$ cat src/rtl/prc_pkg.sv
// Purpose: shared constants and types for the peripheral reset controller
// Assumes: 125 MHz system clock, 32-bit classic Wishbone register access
// Notes:   reset request struct packs with field order equal to register bit order
package prc_pkg;

    localparam int          PRC_ADR_W      = 8;
    localparam int          PRC_DAT_W      = 32;
    localparam int          PRC_SEL_W      = 4;
    localparam int          PRC_NUM_CH     = 19;
    localparam logic [7:0]  PRC_RST0_ADR   = 8'h04;
    localparam logic [18:0] PRC_RST0_RESET = 19'h0_0000;

    // register bit positions
    localparam int PRC_BIT_DMA     = 0;
    localparam int PRC_BIT_WDT_A   = 1;
    localparam int PRC_BIT_CNT_A   = 5;
    localparam int PRC_NUM_CNT     = 6;
    localparam int PRC_BIT_CRYPTO  = 18;

    // least width of the reset pulse, then cycles at the system clock rate
    localparam int         PRC_CLK_PERIOD_NS = 8;
    localparam int         PRC_RST_MIN_NS    = 40;
    localparam int         PRC_RST_MIN_CYC   =
        (PRC_RST_MIN_NS + PRC_CLK_PERIOD_NS - 1) / PRC_CLK_PERIOD_NS;
    localparam int         PRC_CNT_W         = 4;
    localparam logic [3:0] PRC_CNT_LOAD      = 4'(PRC_RST_MIN_CYC - 1);
    localparam logic [3:0] PRC_CNT_ZERO      = 4'h0;

    typedef enum logic {
        PRC_ST_IDLE  = 1'b0,
        PRC_ST_RESET = 1'b1
    } prc_state_t;

    typedef struct packed {
        logic crypto_group_reset;          // bit 18
        logic real_time_clock_reset;       // bit 17
        logic two_wire_port_a_reset;       // bit 16
        logic serial_periph_port_c_reset;  // bit 15
        logic serial_periph_port_b_reset;  // bit 14
        logic serial_periph_port_a_reset;  // bit 13
        logic async_serial_b_reset;        // bit 12
        logic async_serial_a_reset;        // bit 11
        logic counter_unit_f_reset;        // bit 10
        logic counter_unit_e_reset;        // bit 9
        logic counter_unit_d_reset;        // bit 8
        logic counter_unit_c_reset;        // bit 7
        logic counter_unit_b_reset;        // bit 6
        logic counter_unit_a_reset;        // bit 5
        logic io_port_c_reset;             // bit 4
        logic io_port_b_reset;             // bit 3
        logic io_port_a_reset;             // bit 2
        logic watchdog_a_reset;            // bit 1
        logic dma_std_reset;               // bit 0
    } prc_rst_t;

endpackage

$ cat src/rtl/prc_channel.sv
// Purpose: one peripheral reset channel, request to completion
// Assumes: done feedback comes from logic on the same clock
// Notes:   reset held at least the minimum pulse, then until done is high
`timescale 1ns/1ns
`default_nettype none
module prc_channel (
    input  wire logic clk,     // system clock
    input  wire logic rstn,    // async reset, active low
    input  wire logic start,   // one-cycle request from register write
    input  wire logic done,    // peripheral reports its reset finished
    output var  logic rst_ff   // reset to peripheral, also busy readback
);
    import prc_pkg::*;

    prc_state_t             state_ff;
    prc_state_t             nxt_state;
    logic [PRC_CNT_W-1:0]   cnt_ff;
    logic [PRC_CNT_W-1:0]   nxt_cnt;
    logic                   nxt_rst;

    always_comb begin
        nxt_state = state_ff;
        nxt_cnt   = cnt_ff;
        unique case (state_ff)
            PRC_ST_IDLE: begin
                if (start) begin
                    nxt_state = PRC_ST_RESET;
                    nxt_cnt   = PRC_CNT_LOAD;
                end
            end
            PRC_ST_RESET: begin
                if (cnt_ff != PRC_CNT_ZERO) begin
                    nxt_cnt = cnt_ff - 4'h1;
                end else if (done) begin
                    nxt_state = PRC_ST_IDLE;
                end
            end
        endcase
        nxt_rst = (nxt_state == PRC_ST_RESET);
    end

    always_ff @(posedge clk or negedge rstn) begin
        if (!rstn) begin
            state_ff <= PRC_ST_IDLE;
            cnt_ff   <= PRC_CNT_ZERO;
            rst_ff   <= 1'b0;
        end else begin
            state_ff <= nxt_state;
            cnt_ff   <= nxt_cnt;
            rst_ff   <= nxt_rst;
        end
    end

    property p_start_asserts;
        @(posedge clk) disable iff (!rstn)
        (!rst_ff && start) |=> rst_ff;
    endproperty
    a_start_asserts: assert property (p_start_asserts) else $error("reset not asserted");

    property p_min_pulse;
        @(posedge clk) disable iff (!rstn)
        $rose(rst_ff) |-> rst_ff [*5];
    endproperty
    a_min_pulse: assert property (p_min_pulse) else $error("reset pulse too short");

    property p_clear_on_done;
        @(posedge clk) disable iff (!rstn)
        (rst_ff && cnt_ff == PRC_CNT_ZERO && done) |=> !rst_ff;
    endproperty
    a_clear_on_done: assert property (p_clear_on_done) else $error("reset not released");

    property p_hold_without_done;
        @(posedge clk) disable iff (!rstn)
        (rst_ff && !done) |=> rst_ff;
    endproperty
    a_hold_without_done: assert property (p_hold_without_done) else $error("early release");
endmodule
`default_nettype wire

$ cat src/rtl/prc_top.sv
// Purpose: software peripheral reset control, low field group of reset register 0
// Assumes: classic Wishbone slave, 32-bit data, one wait state per access
// Notes:   field reads 1 while its peripheral reset is in progress
// Summary of operation
// - writing 1 starts that peripheral's reset
// - field reads 1 while reset in progress
// - field reads 0 when done or idle
// - bit 18 resets all crypto engines together
// - bit 0 resets standard DMA engine
// - bit 1 resets first watchdog timer
// - timer n reset on bit 5 plus n
`timescale 1ns/1ns
`default_nettype none
module prc_top (
    input  wire logic                          clk,       // system clock
    input  wire logic                          rstn,      // async reset, active low
    input  wire logic                          wb_cyc,    // bus cycle
    input  wire logic                          wb_stb,    // strobe
    input  wire logic                          wb_we,     // write enable
    input  wire logic [prc_pkg::PRC_ADR_W-1:0] wb_adr,    // byte address
    input  wire logic [prc_pkg::PRC_SEL_W-1:0] wb_sel,    // byte enables
    input  wire logic [prc_pkg::PRC_DAT_W-1:0] wb_dat_wr, // write data
    output var  logic [prc_pkg::PRC_DAT_W-1:0] wb_dat_rd, // read data
    output var  logic                          wb_ack,    // acknowledge
    input  wire prc_pkg::prc_rst_t             peri_done, // per-peripheral done
    output var  prc_pkg::prc_rst_t             peri_rst   // per-peripheral reset
);
    import prc_pkg::*;

    logic [PRC_NUM_CH-1:0] rst_vec;
    logic [PRC_NUM_CH-1:0] done_vec;
    logic [PRC_NUM_CH-1:0] start_vec;
    logic [PRC_DAT_W-1:0]  wr_bits;
    logic                  wr_hit;
    logic                  nxt_ack;
    logic [PRC_DAT_W-1:0]  nxt_dat;
    prc_rst_t              wr_fields;

    function automatic logic reg_hit(input logic [PRC_ADR_W-1:0] adr);
        reg_hit = (adr == PRC_RST0_ADR);
    endfunction

    function automatic logic [PRC_DAT_W-1:0] sel_mask(input logic [PRC_SEL_W-1:0] sel);
        logic [PRC_DAT_W-1:0] m;
        m = '0;
        for (int i = 0; i < PRC_SEL_W; i++) begin
            m[i*8 +: 8] = {8{sel[i]}};
        end
        sel_mask = m;
    endfunction

    assign done_vec = PRC_NUM_CH'(peri_done);
    assign wr_fields = prc_rst_t'(wr_bits[PRC_NUM_CH-1:0]);

    // write takes effect at the edge where the master sees ack
    always_comb begin
        wr_hit    = wb_cyc && wb_stb && wb_we && wb_ack && reg_hit(wb_adr);
        wr_bits   = wb_dat_wr & sel_mask(wb_sel);
        start_vec = wr_hit ? wr_bits[PRC_NUM_CH-1:0] : '0;
    end

    always_comb begin
        nxt_ack = wb_cyc && wb_stb && !wb_ack;
        nxt_dat = wb_dat_rd;
        if (nxt_ack) begin
            nxt_dat = '0;
            if (reg_hit(wb_adr)) begin
                nxt_dat[PRC_NUM_CH-1:0] = rst_vec;
            end
        end
    end

    always_ff @(posedge clk or negedge rstn) begin
        if (!rstn) begin
            wb_ack    <= 1'b0;
            wb_dat_rd <= '0;
        end else begin
            wb_ack    <= nxt_ack;
            wb_dat_rd <= nxt_dat;
        end
    end

    // one sequencer per field; bit 18 drives all three crypto engines
    for (genvar g = 0; g < PRC_NUM_CH; g++) begin : g_ch
        prc_channel u_ch (
            .clk    (clk),
            .rstn   (rstn),
            .start  (start_vec[g]),
            .done   (done_vec[g]),
            .rst_ff (rst_vec[g])
        );
    end

    assign peri_rst = prc_rst_t'(rst_vec);

    property p_read_state;
        @(posedge clk) disable iff (!rstn)
        (wb_cyc && wb_stb && !wb_ack && !wb_we && reg_hit(wb_adr))
            |=> (wb_ack && wb_dat_rd[PRC_NUM_CH-1:0] == $past(rst_vec));
    endproperty
    a_read_state: assert property (p_read_state) else $error("readback mismatch");

    property p_crypto_group;
        @(posedge clk) disable iff (!rstn)
        (wr_hit && wr_bits[PRC_BIT_CRYPTO] && !peri_rst.crypto_group_reset)
            |=> peri_rst.crypto_group_reset;
    endproperty
    a_crypto_group: assert property (p_crypto_group) else $error("crypto reset missing");

    property p_dma;
        @(posedge clk) disable iff (!rstn)
        (wr_hit && wr_bits[PRC_BIT_DMA] && !peri_rst.dma_std_reset)
            |=> peri_rst.dma_std_reset;
    endproperty
    a_dma: assert property (p_dma) else $error("dma reset missing");

    property p_wdt;
        @(posedge clk) disable iff (!rstn)
        (wr_hit && wr_bits[PRC_BIT_WDT_A] && !peri_rst.watchdog_a_reset)
            |=> peri_rst.watchdog_a_reset;
    endproperty
    a_wdt: assert property (p_wdt) else $error("watchdog reset missing");

    property p_counter_a;
        @(posedge clk) disable iff (!rstn)
        (wr_hit && wr_bits[PRC_BIT_CNT_A] && !peri_rst.counter_unit_a_reset)
            |=> peri_rst.counter_unit_a_reset;
    endproperty
    a_counter_a: assert property (p_counter_a) else $error("timer reset missing");

    property p_write_zero;
        @(posedge clk) disable iff (!rstn)
        (wr_hit && wr_bits[PRC_NUM_CH-1:0] == PRC_RST0_RESET && rst_vec == PRC_RST0_RESET)
            |=> (rst_vec == PRC_RST0_RESET);
    endproperty
    a_write_zero: assert property (p_write_zero) else $error("write of 0 acted");

    property p_idle_reads_zero;
        @(posedge clk) disable iff (!rstn)
        (wb_ack && !wb_we && reg_hit(wb_adr) && $past(rst_vec) == PRC_RST0_RESET)
            |-> (wb_dat_rd == '0);
    endproperty
    a_idle_reads_zero: assert property (p_idle_reads_zero) else $error("idle reads nonzero");

    property p_ack_follows_req;
        @(posedge clk) disable iff (!rstn)
        (wb_cyc && wb_stb && !wb_ack) |=> wb_ack;
    endproperty
    a_ack_follows_req: assert property (p_ack_follows_req) else $error("ack missing");

    property p_ack_single;
        @(posedge clk) disable iff (!rstn)
        wb_ack |=> !wb_ack;
    endproperty
    a_ack_single: assert property (p_ack_single) else $error("ack too long");

    property p_no_ack_idle;
        @(posedge clk) disable iff (!rstn)
        !(wb_cyc && wb_stb) |=> !wb_ack;
    endproperty
    a_no_ack_idle: assert property (p_no_ack_idle) else $error("ack without request");

    property p_upper_zero;
        @(posedge clk) disable iff (!rstn)
        wb_ack |-> (wb_dat_rd[PRC_DAT_W-1:PRC_NUM_CH] == '0);
    endproperty
    a_upper_zero: assert property (p_upper_zero) else $error("upper bits nonzero");

    property p_unmapped_read;
        @(posedge clk) disable iff (!rstn)
        (wb_cyc && wb_stb && !wb_ack && !reg_hit(wb_adr)) |=> (wb_dat_rd == '0);
    endproperty
    a_unmapped_read: assert property (p_unmapped_read) else $error("unmapped read nonzero");

    property p_unmapped_write;
        @(posedge clk) disable iff (!rstn)
        (wb_cyc && wb_stb && wb_ack && !reg_hit(wb_adr) && rst_vec == PRC_RST0_RESET)
            |=> (rst_vec == PRC_RST0_RESET);
    endproperty
    a_unmapped_write: assert property (p_unmapped_write) else $error("unmapped write acted");

    property p_no_spurious;
        @(posedge clk) disable iff (!rstn)
        (!wr_hit && rst_vec == PRC_RST0_RESET) |=> (rst_vec == PRC_RST0_RESET);
    endproperty
    a_no_spurious: assert property (p_no_spurious) else $error("reset without write");

    property p_counter_f;
        @(posedge clk) disable iff (!rstn)
        (wr_hit && wr_bits[PRC_BIT_CNT_A+PRC_NUM_CNT-1] && !peri_rst.counter_unit_f_reset)
            |=> peri_rst.counter_unit_f_reset;
    endproperty
    a_counter_f: assert property (p_counter_f) else $error("last timer reset missing");

    property p_io_port_a;
        @(posedge clk) disable iff (!rstn)
        (wr_hit && wr_fields.io_port_a_reset && !peri_rst.io_port_a_reset)
            |=> peri_rst.io_port_a_reset;
    endproperty
    a_io_port_a: assert property (p_io_port_a) else $error("io port reset missing");

    property p_async_serial_a;
        @(posedge clk) disable iff (!rstn)
        (wr_hit && wr_fields.async_serial_a_reset && !peri_rst.async_serial_a_reset)
            |=> peri_rst.async_serial_a_reset;
    endproperty
    a_async_serial_a: assert property (p_async_serial_a) else $error("serial reset missing");

    property p_serial_periph_c;
        @(posedge clk) disable iff (!rstn)
        (wr_hit && wr_fields.serial_periph_port_c_reset && !peri_rst.serial_periph_port_c_reset)
            |=> peri_rst.serial_periph_port_c_reset;
    endproperty
    a_serial_periph_c: assert property (p_serial_periph_c) else $error("periph reset missing");

    property p_two_wire;
        @(posedge clk) disable iff (!rstn)
        (wr_hit && wr_fields.two_wire_port_a_reset && !peri_rst.two_wire_port_a_reset)
            |=> peri_rst.two_wire_port_a_reset;
    endproperty
    a_two_wire: assert property (p_two_wire) else $error("two wire reset missing");

    property p_rtc;
        @(posedge clk) disable iff (!rstn)
        (wr_hit && wr_fields.real_time_clock_reset && !peri_rst.real_time_clock_reset)
            |=> peri_rst.real_time_clock_reset;
    endproperty
    a_rtc: assert property (p_rtc) else $error("clock unit reset missing");
endmodule
`default_nettype wire
$ cat config.mk
export PLATFORM = sky130hd
export DESIGN_NAME = prc_top
export DESIGN_NICKNAME = d
export VERILOG_FILES = /design/src/rtl/prc_pkg.sv /design/src/rtl/prc_channel.sv /design/src/rtl/prc_top.sv
export SDC_FILE = /design/constraint.sdc
export NUM_CORES = 1
export LEC_CHECK = 0
export ABC_AREA = 0
export BUFFER_PORTS_ARGS = -buffer_cell sky130_fd_sc_hd__buf_2
export CAP_MARGIN = 5
export CORE_MARGIN = 5
export CORE_UTILIZATION = 45
export CTS_CLUSTER_SIZE = 40
export DETAILED_ROUTE_END_ITERATION = 10
export PLACE_DENSITY = 0.76
export SYNTH_ARGS = -nofsm -noshare
export SYNTH_HDL_FRONTEND = slang
export SYNTH_SLANG_ARGS = --single-unit
export TNS_END_PERCENT = 20
$ cat constraint.sdc
create_clock -name clk -period 2.32 [get_ports clk]
set_input_delay 0.116 -clock clk [delete_from_list [all_inputs] [get_ports clk]]
set_output_delay 0.116 -clock clk [all_outputs]
set_load 0.01 [all_outputs]
# [Word-level counts from Yosys, hierarchy flattened]
# Index checks and enable logic that the tools add are counted.
[totals] n_memories=0 rom_bits=0 out_inout_bits=52 latch_bits=0 ram_bits=0 inputBits=68 regBits=115 elab_cells=297
[classes] order_cmp=0 n_eq_ne=39 n_shift=0 add_sub_neg=19 div_mod_pow=0 reduce_logical=44 mux=135 n_bitwise=20 mul=0
[ops] operator="$mux 4" n=38
[ops] operator="$pmux 4 s2" n=19
[ops] operator="$ne 2x2->1 const B" n=38
[ops] operator="$reduce_bool 4->1" n=19
[ops] operator="$sub 4x1->4 const B" n=19
[ops] operator="$mux 1" n=57
[ops] operator="$mux 19" n=2
[ops] operator="$pmux 1 s2" n=19
[ops] operator="$reduce_and 2->1" n=19
[ops] operator="$and 19x19->19" n=1
[ops] operator="$not 1->1" n=19
[ops] operator="$eq 8x3->1 const B" n=1
[ops] operator="$logic_and 1x1->1" n=5
[ops] operator="$logic_not 1->1" n=1

# [Longest topological paths before layout]
# Gate-level depths: netlist of run 1.
[depth] depth_word=7 ltp_mapped=6 ltp_nobuf=5

# [Modules after synthesis]
# From an unflattened synthesis of run 1, not the netlist that was laid out.
[hier_totals] hier_cells=646 area_unflattened_um2=6880.3
[modules_own_cells] module="prc_channel" area_per_inst_um2=284.0 cells_each=26 instances=19
[modules_own_cells] module="prc_top" area_per_inst_um2=1483.9 cells_each=152 instances=1

# [Least setup slack after synthesis of run 1]
# OpenSTA, ideal clock, no wires.
[synth_timing] kind="input to register" start="in wb_adr[5] in the netlist's numbering" end="reg g_ch[11].u_ch.cnt_ff[3]" setup_time_ps=126 required_time_ps=2194 path_stages=4 arrival_ps=1650 slack_ps=544 path_cell_list="or4_4 -> buf_6 -> or4_1 -> a311o_1"
[synth_between] elab_chain_cells=5
[synth_lines] item="start, declared" line_no="prc_top.sv:20" source="input wire logic [prc_pkg::PRC_ADR_W-1:0] wb_adr,"
[synth_lines] item="$eq 8x3->1" line_no="prc_top.sv:40" source="reg_hit = (adr == PRC_RST0_ADR);"
[synth_lines] item="$logic_and 1x1->1" line_no="prc_top.sv:57" source="wr_hit = wb_cyc && wb_stb && wb_we && wb_ack && reg_hit(wb_adr);"
[synth_lines] item="$mux 19" line_no="prc_top.sv:59" source="start_vec = wr_hit ? wr_bits[PRC_NUM_CH-1:0] : '0;"
[synth_lines] item="$ne 2x2->1 (no source line)"
[synth_lines] item="$reduce_and 2->1 (no source line)"
[synth_lines] item="end signal, assigned" line_no="prc_channel.sv:49" source="cnt_ff <= nxt_cnt;"
[synth_lines] item="end, declared" line_no="prc_channel.sv:17" source="logic [PRC_CNT_W-1:0] cnt_ff;"
# Every way passes these cells.
# A chain may end at the register's enable or synchronous reset.

# [Final worst setup path of run 1]
[layout_timing] start="reg wb_ack" end="reg g_ch[4].u_ch.cnt_ff[3]"
[layout_between] elab_chain_cells=5
[layout_lines] item="start, declared" line_no="prc_top.sv:24" source="output var logic wb_ack,"
[layout_lines] item="start signal, assigned" line_no="prc_top.sv:78" source="wb_ack <= nxt_ack;"
[layout_lines] item="$logic_and 1x1->1 (2 in series)" line_no="prc_top.sv:57"
[layout_lines] item="$mux 19" line_no="prc_top.sv:59"
[layout_lines] item="$ne 2x2->1 (no source line)"
[layout_lines] item="$reduce_and 2->1 (no source line)"
[layout_lines] item="end signal, assigned" line_no="prc_channel.sv:49"
[layout_lines] item="end, declared" line_no="prc_channel.sv:17"
# Every way passes these cells.

==> flow_metrics.py, run 1 <==
metrics = {
    "global_route": {
        "grt_max_degree": 40,
        "met2_usage_pct": 30.4,
        "grt_pass1_vias": 5496,
        "grt_use_met3_pct": 4.69,
        "grt_pass1_wl_um": 26000,
        "busiest_layer": "met2",
        "track_usage_pct": 17.8,
        "overflow": 0,
        "antenna_found_initial": 0,
        "use_met1_pct": 22.3,
    },
    "job": {
        "cap_violations": 0,
    },
    "yosys": {
        "synth-adder-area-share_pct": 7.07,
        "synth_area_um2": 6720,
        "synth_edf_count": 0,
        "netlist_instances": 675,
        "ys_top_cells_by_area": "dfrtp_1 43%, ha_1 7.1%, inv_1 4.4%",
        "yosysSeqAreaShare_pct": 42.8,
        "synth_area_per_cell_um2": 9.96,
        "synth-simple-area-share_pct": 18.5,
        "synth-compound-area-share_pct": 21.6,
        "synth_top_area_cell": "dfrtp_1",
        "yosys.area.top_type_share_pct": 42.8,
        "ys.flop_type": "dfrtp_1",
        "synthDistinctLibCells": 54,
        "synth_top_family_by_area": "compound AO/OA/AOI/OAI gates",
        "synth-seq-cells": 115,
        "synth-async-reset-ratio_pct": 100,
        "synthMuxAreaShare_pct": 0,
        "yosys_warnings": 0,
        "synth-xor-area-share_pct": 0.521,
    },
    "cells_and_area": {
        "synthToLayoutAreaGrowth_pct": 19.9,
        "stdcell_count": 977,
        "antenna_cells": 0,
        "final_common_cell": "dfrtp_1",
        "fin_nets": 886,
        "final_cell_mix": "115 x dfrtp_1, 91 x buf_2, 79 x inv_1, 38 x o21ai_0, 38 x ha_1",
        "layout-drive-gt1-share_pct": 22.1,
    },
    "route": {
        "drc": 0,
        "routedWlPerCell_um": 15.5,
        "wl_um": 15200,
        "vias_per_cell": 5.67,
        "drt_first_pass_iters": 5,
        "antenna_left": 0,
        "via_count": 5544,
        "drtIter0Drc": 268,
    },
    "floorplanning": {
        "die-height_um": 132,
        "coreArea_um2": 14600,
        "initial_core_util_pct": 46.1,
        "die_w_um": 132,
        "rows": 44,
        "dieArea_um2": 17500,
        "io_pins": 120,
    },
    "timing": {
        "fmax_mhz": 511,
        "setup_viol": 0,
        "fin_tns_setup_ns": 0,
        "clock_skew_ns": 0.00827,
        "rsz0062_at_grt": "false",
        "relSlewSlack_pct": 58.3,
        "fin_crit_sh_pct": 84.4,
        "slew_violations": 0,
        "finalHoldViolCount": 0,
        "worst_slew_pin_slew_ns": 0.624,
        "period_minus_slack_ns": 1.96,
    },
    "worst_setup_path": {
        "crit_type": "reg2reg",
        "crit_path_end_kind": "flop",
        "cp_top_family": "simple AND/OR/NAND/NOR gates",
        "path_cells": "nand4_1 -> buf_4 -> nor4_1 -> o311ai_0",
        "path_depth": 4,
        "r2r_cells": 4,
        "worstPathRequired_ns": 2.58,
        "worstPathArrival_ns": 2.22,
        "start_kind": "flop",
        "crit_slowest_cell": "nor4_1",
        "crit_path_max_incr_delay_ns": 0.54,
        "cp_max_fo": 18,
        "path_buf_inv": 1,
    },
    "run_status": {
        "outcome": "finished clean",
    },
    "power_and_ir_drop": {
        "power_density_nw_per_um2": 870,
        "ir_worst_vdd_mv": 0.500,
        "leakagePower_nw": 3.76,
    },
    "clock_network": {
        "clockBufferDepth": 2,
        "cts_root_buf": "clkbuf_16",
        "cts_tree": "done",
        "cts_buffers": 17,
        "cts_resized": 0,
        "cts_max_level": 4,
        "cts.sinks": 115,
        "clock_latency_ns": 0.41,
        "clkTransAtPathRegs_ns": 0.05,
    },
    "place": {
        "dp_hpwl_um": 10700,
        "dpl.cell_count": 936,
        "gp_congestion": 0.808,
        "portBuffers": 92,
    },
    "hold_path": {
        "hold_class": "in2reg",
        "hold_depth": 3,
    },
}
-- metal layers --
| metal | vias up | routed length [µm] |
|---|---|---|
| met2 | 112 | 7480 |
| li1 | 2712 | - |
| met5 | - | 0 |
| met3 | 10 | 737 |
| met4 | 0 | 171 |
| met1 | 2710 | 6800 |
-- cells in the mapped netlist (9+ instances only) --
| cell | count |
|---|---|
| a22o_1 | 19 |
| nor2b_1 | 12 |
| clkbuf_1 | 9 |
| nand3b_1 | 23 |
| nand2b_1 | 13 |
| nor3b_1 | 16 |
| dfrtp_1 | 115 |
| nand2_1 | 23 |
| or4_1 | 13 |
| or3b_2 | 11 |
| o311ai_0 | 12 |
| nor2_1 | 11 |
| o32ai_1 | 30 |
| a21oi_1 | 25 |
| ha_1 | 38 |
| a21o_1 | 9 |
| nor4_1 | 26 |
| inv_1 | 79 |
| o21ai_0 | 38 |
| buf_4 | 32 |
| or3_1 | 9 |
-- metrics by stage --
step | hold slack, ns | instance area, µm² | setup slack [ns] | util (%) | power (W)
6_report | 0.0143 | 8060 | 0.362 | 55.2 | 0.00701
5_1_grt | 0.0184 | 8060 | 0.141 | 55.2 | 0.00742
4_1_cts | 0.00256 | 8060 | 0.296 | 55.2 | 0.00708
3_5_place_dp | 0.130 | 7330 | 0.156 | 50.2 | 0.00423
3_3_place_gp | 0.128 | 7330 | 0.240 | 50.2 | 0.00415
2_1_floorplan | -0.180 | 6770 | 0.544 | - | 0.00388
-- kinds of logic (layout without fill, tap and decap cells) --
kind of cell | count (synthesis) | in the layout
buf+inv | 131 | 237
fa+ha+maj | 38 | 38
compound gates | 194 | 194
other cells | 1 | 13
simple gates | 192 | 192
flops | 115 | 115
xor+xnor | 4 | 4
-- path summary, 6_finish.rpt --
check	start	to	slack, ns
max in group asynchronous	rstn	g_ch[14].u_ch.cnt_ff[0]	1.36
hold / removal	peri_done[1]	g_ch[1].u_ch.rst_ff	0.01
hold reg to reg	wb_dat_rd[16]	wb_dat_rd[16]	0.50
min in group asynchronous	rstn	g_ch[2].u_ch.cnt_ff[2]	0.22
setup reg to reg	wb_ack	g_ch[4].u_ch.cnt_ff[3]	0.36
setup / recovery	wb_ack	g_ch[4].u_ch.cnt_ff[3]	0.36
-- repair_timing --
action,CTS,global route
setup buffers,0,0
endpoints found under the hold margin,44,0
hold buffers,9,0
-- area by class of cell --
class	count	area [µm²]
Sequential cell	115	2880
Tap cell	184	230
Inverter	79	297
Clock buffer	24	522
Multi-Input combinational cell	441	3260
Clock inverter	8	120
Timing Repair Buffer	126	753
Fill cell	1299	6530
-- flip-flops by register name (all words and copies together), names as in the netlist --
signal            count
g_ch.u_ch.cnt_ff     76
wb_ack                1
wb_dat_rd            19
g_ch.u_ch.rst_ff     19
-- tightest hold or removal path, cell delays in order --
cell and delay (ns):
buf_2 0.08, a21oi_1 0.05, a21o_1 0.15
-- where the power goes --
group          switching (W)  leakage [nW]  internal (W)  total (W)
Sequential          0.000325          1.52       0.00234    0.00266
Clock               0.000901         0.314       0.00188    0.00278
Combinational       0.000800          1.93      0.000767    0.00157
Total                0.00203          3.76       0.00499    0.00701
(Power assumes the default switching activity.)
==> run 2: changes to the inputs <==
Settings changed: PLACE_DENSITY 0.76 to 0.78.
Clock period 2.32 ns to 1.7 ns, I/O delays scaled along.
==> flow_metrics.py, run 2 (synthesis results as in run 1) <==
metrics = {
    "timing": {
        "rsz0062_at_grt": "true",
        "slew_violations": 0,
        "worst_slew_pin_slew_ns": 0.565,
        "finalHoldViolCount": 0,
        "fin_crit_sh_pct": 98.7,
        "period_minus_slack_ns": 1.68,
        "setup_viol": 0,
        "clock_skew_ns": 0.0103,
        "fmax_mhz": 596,
        "relSlewSlack_pct": 62.3,
    },
    "cells_and_area": {
        "antenna_cells": 0,
        "final_cell_mix": "115 x dfrtp_1, 91 x buf_2, 78 x inv_1, 71 x buf_4",
        "regMostFlops": "g_ch.u_ch.cnt_ff",
        "fin_nets": 941,
        "final_common_cell": "dfrtp_1",
        "layout-drive-gt1-share_pct": 26.7,
        "largest_reg_flops": 76,
        "final_area_um2": 8500,
        "top_regs": "g_ch.u_ch.cnt_ff: 76 flops, g_ch.u_ch.rst_ff: 19 flops, wb_dat_rd: 19 flops",
        "final_util_pct": 58.3,
        "synthToLayoutAreaGrowth_pct": 26.4,
    },
    "floorplanning": {
        "initial_core_util_pct": 46.1,
        "rows": 44,
        "dieArea_um2": 17500,
        "die-height_um": 132,
        "die_w_um": 132,
        "coreArea_um2": 14600,
        "io_pins": 120,
    },
    "worst_setup_path": {
        "worstPathRequired_ns": 1.99,
        "cp_top_family": "simple AND/OR/NAND/NOR gates",
        "path_depth": 4,
        "crit_type": "reg2reg",
        "worstPathArrival_ns": 1.97,
        "path_cells": "nand4_1 -> buf_4 -> or4_4 -> a311o_1",
        "crit_slowest_cell": "or4_4",
        "crit_path_max_incr_delay_ns": 0.52,
        "crit_path_end_kind": "flop",
        "r2r_cells": 4,
        "cp_max_fo": 9,
        "start_kind": "flop",
        "path_buf_inv": 1,
    },
    "route": {
        "vias_per_cell": 5.55,
        "wl_um": 15800,
        "routedWlPerCell_um": 15.4,
        "antenna_left": 0,
        "drtIter0Drc": 229,
        "drt_first_pass_iters": 5,
        "via_count": 5722,
        "drc": 0,
    },
    "power_and_ir_drop": {
        "leakagePower_nw": 4.02,
        "ir_worst_vdd_mv": 0.748,
        "power_density_nw_per_um2": 1130,
    },
    "job": {
        "cap_violations": 0,
    },
    "hold_path": {
        "hold_class": "in2reg",
        "hold_depth": 3,
    },
    "clock_network": {
        "cts_max_level": 4,
        "cts_buffers": 17,
        "cts_tree": "done",
        "postCtsSetupBuffers": 0,
        "cts_root_buf": "clkbuf_16",
        "clockBufferDepth": 2,
        "clkTransAtPathRegs_ns": 0.05,
        "cts.sinks": 115,
        "clock_latency_ns": 0.42,
    },
    "place": {
        "portBuffers": 92,
        "dp_hpwl_um": 11800,
        "gp_congestion": 0.837,
        "dpl_cell_area_um2": 7680,
    },
    "global_route": {
        "overflow": 0,
        "grt_pass1_vias": 5540,
        "grt_max_degree": 42,
        "track_usage_pct": 18.7,
        "antenna_found_initial": 2,
        "grt_pass1_wl_um": 27100,
    },
    "run_status": {
        "outcome": "finished clean",
    },
}
[run 2: changes by cell type in the layout (fill, tap and decap cells not counted), moves of 2 or more]
cell,before,now
clkinv_2,3,1
clkinvlp_4,2,0
or4_1,13,10
nor3b_1,16,12
dlygate4sd3_1,9,18
buf_4,25,71
nor3b_2,0,4
clkbuf_1,0,4
or4_4,3,6
[run 2: what timing repair did]
item | CTS | global route
gates resized for setup | 0 | 8
hold buffers | 18 | 0
setup endpoints to repair | 0 | 14
endpoints found under the hold margin | 52 | 0
[run 2: final cells by class]
type,count,area (µm²)
inverters,79,297
clock buffers,28,537
flip-flops and latches,115,2880
multi-input cells,441,3300
clock inverters,3,65.1
repair buffers,181,1190
well taps,184,230
fillers,1220,6090
[run 2: through the flow]
step	TNS (ns)	hold WS (ns)	power (W)	instances	setup WS (ns)
final	0	0.00907	0.00962	1031	0.0229
after global routing	-0.00694	0.0298	0.0103	1031	-0.00694
after detailed placement	-2.14	0.117	0.00603	982	-0.164
after floorplan	-0.408	-0.211	0.00529	687	-0.0384
after global placement	-1.97	0.111	0.00592	982	-0.145
after CTS	0	0.00153	0.00969	1031	0.0321
[run 2: worst paths after layout]
path	endpoint	slack [ns]	startpoint
setup / recovery	g_ch[11].u_ch.cnt_ff[3]	0.02	wb_ack
hold / removal	g_ch[12].u_ch.rst_ff	0.009	peri_done[12]
setup reg to reg	g_ch[11].u_ch.cnt_ff[3]	0.02	wb_ack
hold reg to reg	wb_dat_rd[8]	0.50	wb_dat_rd[8]
min in group asynchronous	g_ch[10].u_ch.cnt_ff[0]	0.20	rstn
max in group asynchronous	g_ch[7].u_ch.cnt_ff[3]	0.90	rstn
[run 2: worst min-delay path, stage by stage]
cell and delay, ns:
buf_2 0.10, a21oi_1 0.10, or2_2 0.11
[run 2: report_power, final]
part / leakage, nW / internal (W) / switching, W
registers: 1.52 / 0.00319 / 0.000360
clock network: 0.297 / 0.00242 / 0.00116
logic: 2.20 / 0.00128 / 0.00121
[run 2: layer usage]
| layer | up-vias | GRT usage [%] | share of wire [%] |
|---|---|---|---|
| met5 | - | 0 | 0.13 |
| met4 | 4 | 6.28 | 1.4 |
| met3 | 18 | 5.46 | 4.4 |
| met2 | 103 | 29.5 | 49 |
| met1 | 2771 | 24.6 | 45 |
| li1 | 2826 | - | - |
==> run 3: changes to the inputs <==
Settings changed: ABC_CLOCK_PERIOD_IN_PS set to 1700, SYNTH_HIERARCHICAL set to 1.
==> flow_metrics.py, run 3 <==
metrics = {
    "yosys": {
        "ys.flop_type": "dfrtp_1",
        "synth_edf_count": 0,
        "synth_top_area_cell": "dfrtp_1",
        "netlist_instances": 646,
        "ys_top_cells_by_area": "dfrtp_1 42%, ha_1 6.9%, nor3b_4 5.2%",
        "synthTopCellsByCount": "115 x dfrtp_1, 76 x inv_1, 57 x nor2_1",
        "yosys_warnings": 6,
        "yosysSeqAreaShare_pct": 41.8,
        "synthMostInstantiatedCell": "dfrtp_1",
        "synth_area_um2": 6880,
        "synth-seq-cells": 115,
        "yosys.area.top_type_share_pct": 41.8,
        "synthDistinctLibCells": 29,
        "synth_area_per_cell_um2": 10.7,
        "synth-async-reset-ratio_pct": 100,
    },
    "worst_setup_path": {
        "crit_path_end_kind": "flop",
        "start_kind": "flop",
        "worstPathRequired_ns": 2.00,
        "worstPathArrival_ns": 1.92,
        "r2r_end": "g_ch[3].u_ch/cnt_ff[3]",
        "cp_max_fo": 13,
        "r2r_cells": 6,
        "crit_path_end": "g_ch[3].u_ch/cnt_ff[3]",
        "regToRegSetupSlack_ns": 0.08,
        "critPathLaunch": "wb_ack",
        "crit_type": "reg2reg",
        "reg2reg_from": "wb_ack",
    },
    "route": {
        "drtIter0Drc": 302,
        "drc": 0,
        "wl_um": 15500,
        "via_count": 5382,
        "drt_first_pass_iters": 5,
        "antenna_left": 0,
        "vias_per_cell": 5.53,
        "routedWlPerCell_um": 15.9,
    },
    "cells_and_area": {
        "top_regs": "g_ch.u_ch/cnt_ff: 76 flops, g_ch.u_ch/state_ff: 19 flops, wb_dat_rd: 19 flops",
        "regMostFlops": "g_ch.u_ch/cnt_ff",
        "synthToLayoutAreaGrowth_pct": 22.2,
        "stdcell_count": 973,
        "final_common_cell": "dfrtp_1",
        "layout-drive-gt1-share_pct": 24.8,
        "final_area_um2": 8410,
        "final_cell_mix": "115 x dfrtp_1, 91 x buf_2, 76 x inv_1, 57 x nor2_1",
        "largest_reg_flops": 76,
        "fin_nets": 879,
        "antenna_cells": 0,
    },
    "floorplanning": {
        "die-height_um": 134,
        "die_w_um": 134,
        "rows": 45,
        "initial_core_util_pct": 45.6,
        "coreArea_um2": 15100,
        "dieArea_um2": 17900,
        "io_pins": 120,
    },
    "clock_network": {
        "cts_max_level": 4,
        "cts_root_buf": "clkbuf_16",
        "clkTransAtPathRegs_ns": 0.05,
        "clock_latency_ns": 0.41,
        "postCtsSetupBuffers": 0,
        "cts_tree": "done",
        "clockBufferDepth": 2,
        "cts_buffers": 17,
        "cts.sinks": 115,
    },
    "power_and_ir_drop": {
        "leakagePower_nw": 3.77,
        "finalPower_w": 0.00659,
        "power_density_nw_per_um2": 783,
        "ir_worst_vdd_mv": 0.752,
    },
    "global_route": {
        "grt_pass1_wl_um": 25800,
        "track_usage_pct": 17.8,
        "overflow": 0,
        "antenna_found_initial": 0,
        "grt_pass1_vias": 5272,
        "grt_max_degree": 52,
    },
    "timing": {
        "slew_violations": 0,
        "finalHoldViolCount": 0,
        "rsz0062_at_grt": "false",
        "period_minus_slack_ns": 1.62,
        "layout_setup_ws_ns": 0.0787,
        "fin_crit_sh_pct": 95.4,
        "clock_skew_ns": 0.00636,
        "fmax_mhz": 617,
        "setup_viol": 0,
    },
    "place": {
        "dpl_cell_area_um2": 7650,
        "dp_hpwl_um": 11000,
        "gp_congestion": 0.848,
        "dpl_worst_slack_ns": -0.294,
        "dpl.cell_count": 922,
        "portBuffers": 92,
    },
    "run_status": {
        "outcome": "finished clean",
    },
    "hold_path": {
        "hold_class": "in2async",
    },
    "job": {
        "cap_violations": 0,
    },
}
==> run 3: power breakdown <==
| part | switching (W) | internal (W) |
|---|---|---|
| sequential | 0.0000247 | 0.00277 |
| clock | 0.00119 | 0.00214 |
| combinational | 0.000254 | 0.000208 |
==> run 3: per-stage QoR <==
step / utilization, % / hold WS, ns / TNS (ns)
floorplan: - / -0.211 / -0.388
global placement: 50.7 / -0.00895 / -13.61
detailed placement: 50.7 / -0.00633 / -15.79
CTS: 55.7 / 0.0907 / 0
global route: 55.7 / 0.124 / 0
finish: 55.7 / 0.101 / 0
==> run 3: routing by layer <==
metal	global-route usage [%]	vias to the layer above	routed length, µm
met4	5.09	0	206
met3	6.04	13	1120
met1	23.6	2615	6930
li1	-	2577	-
met2	27.8	177	7250
met5	0	-	0
==> run 3: what timing repair did <==
item,4_1_cts,5_1_grt
endpoints found under the hold margin,134,0
setup endpoints to repair,0,2
hold buffers,20,0
resized for setup,0,1
==> run 3: worst min-delay path by stage <==
stage,startpoint,endpoint,slack [ns],cells after the start
6_report,rstn,g_ch[6].u_ch/cnt_ff[1],0.10,2
3_3_place_gp,rstn,g_ch[2].u_ch/cnt_ff[2],-0.009,1
3_5_place_dp,rstn,g_ch[2].u_ch/cnt_ff[2],-0.006,1
5_1_grt,rstn,g_ch[6].u_ch/cnt_ff[1],0.12,2
4_1_cts,rstn,g_ch[6].u_ch/cnt_ff[1],0.09,2
2_1_floorplan,rstn,g_ch[0].u_ch/cnt_ff[0],-0.21,0
==> run 3: layout make-up <==
class                      instances  area, µm²
timing repair buffer             147        976
sequential                       115       2880
clock inverter                     5       50.0
inverter                          76        285
multi-input combinational        416       3490
fill                            1245       6680
clock buffer                      26        499
tap                              188        235
==> run 3: worst max-delay path, stage by stage (launching register included) <==
cell and delay, ns:
dfrtp_1 0.35, nand4_1 0.12, buf_4 0.23, nor4_1 0.32, buf_4 0.18, nor2_1 0.06, a22o_1 0.25
==> run 3: cells by family after synthesis <==
logic type	after synthesis	synth area share, %
other	1	0.0545
xor gates and xnor gates	19	2.42
adders and majority gates	38	6.91
buffers and inverters	127	8.26
and+or+nand+nor	194	20.1
AOI/OAI and AO/OA	114	14.6
muxes	38	5.87
DFF	115	41.8
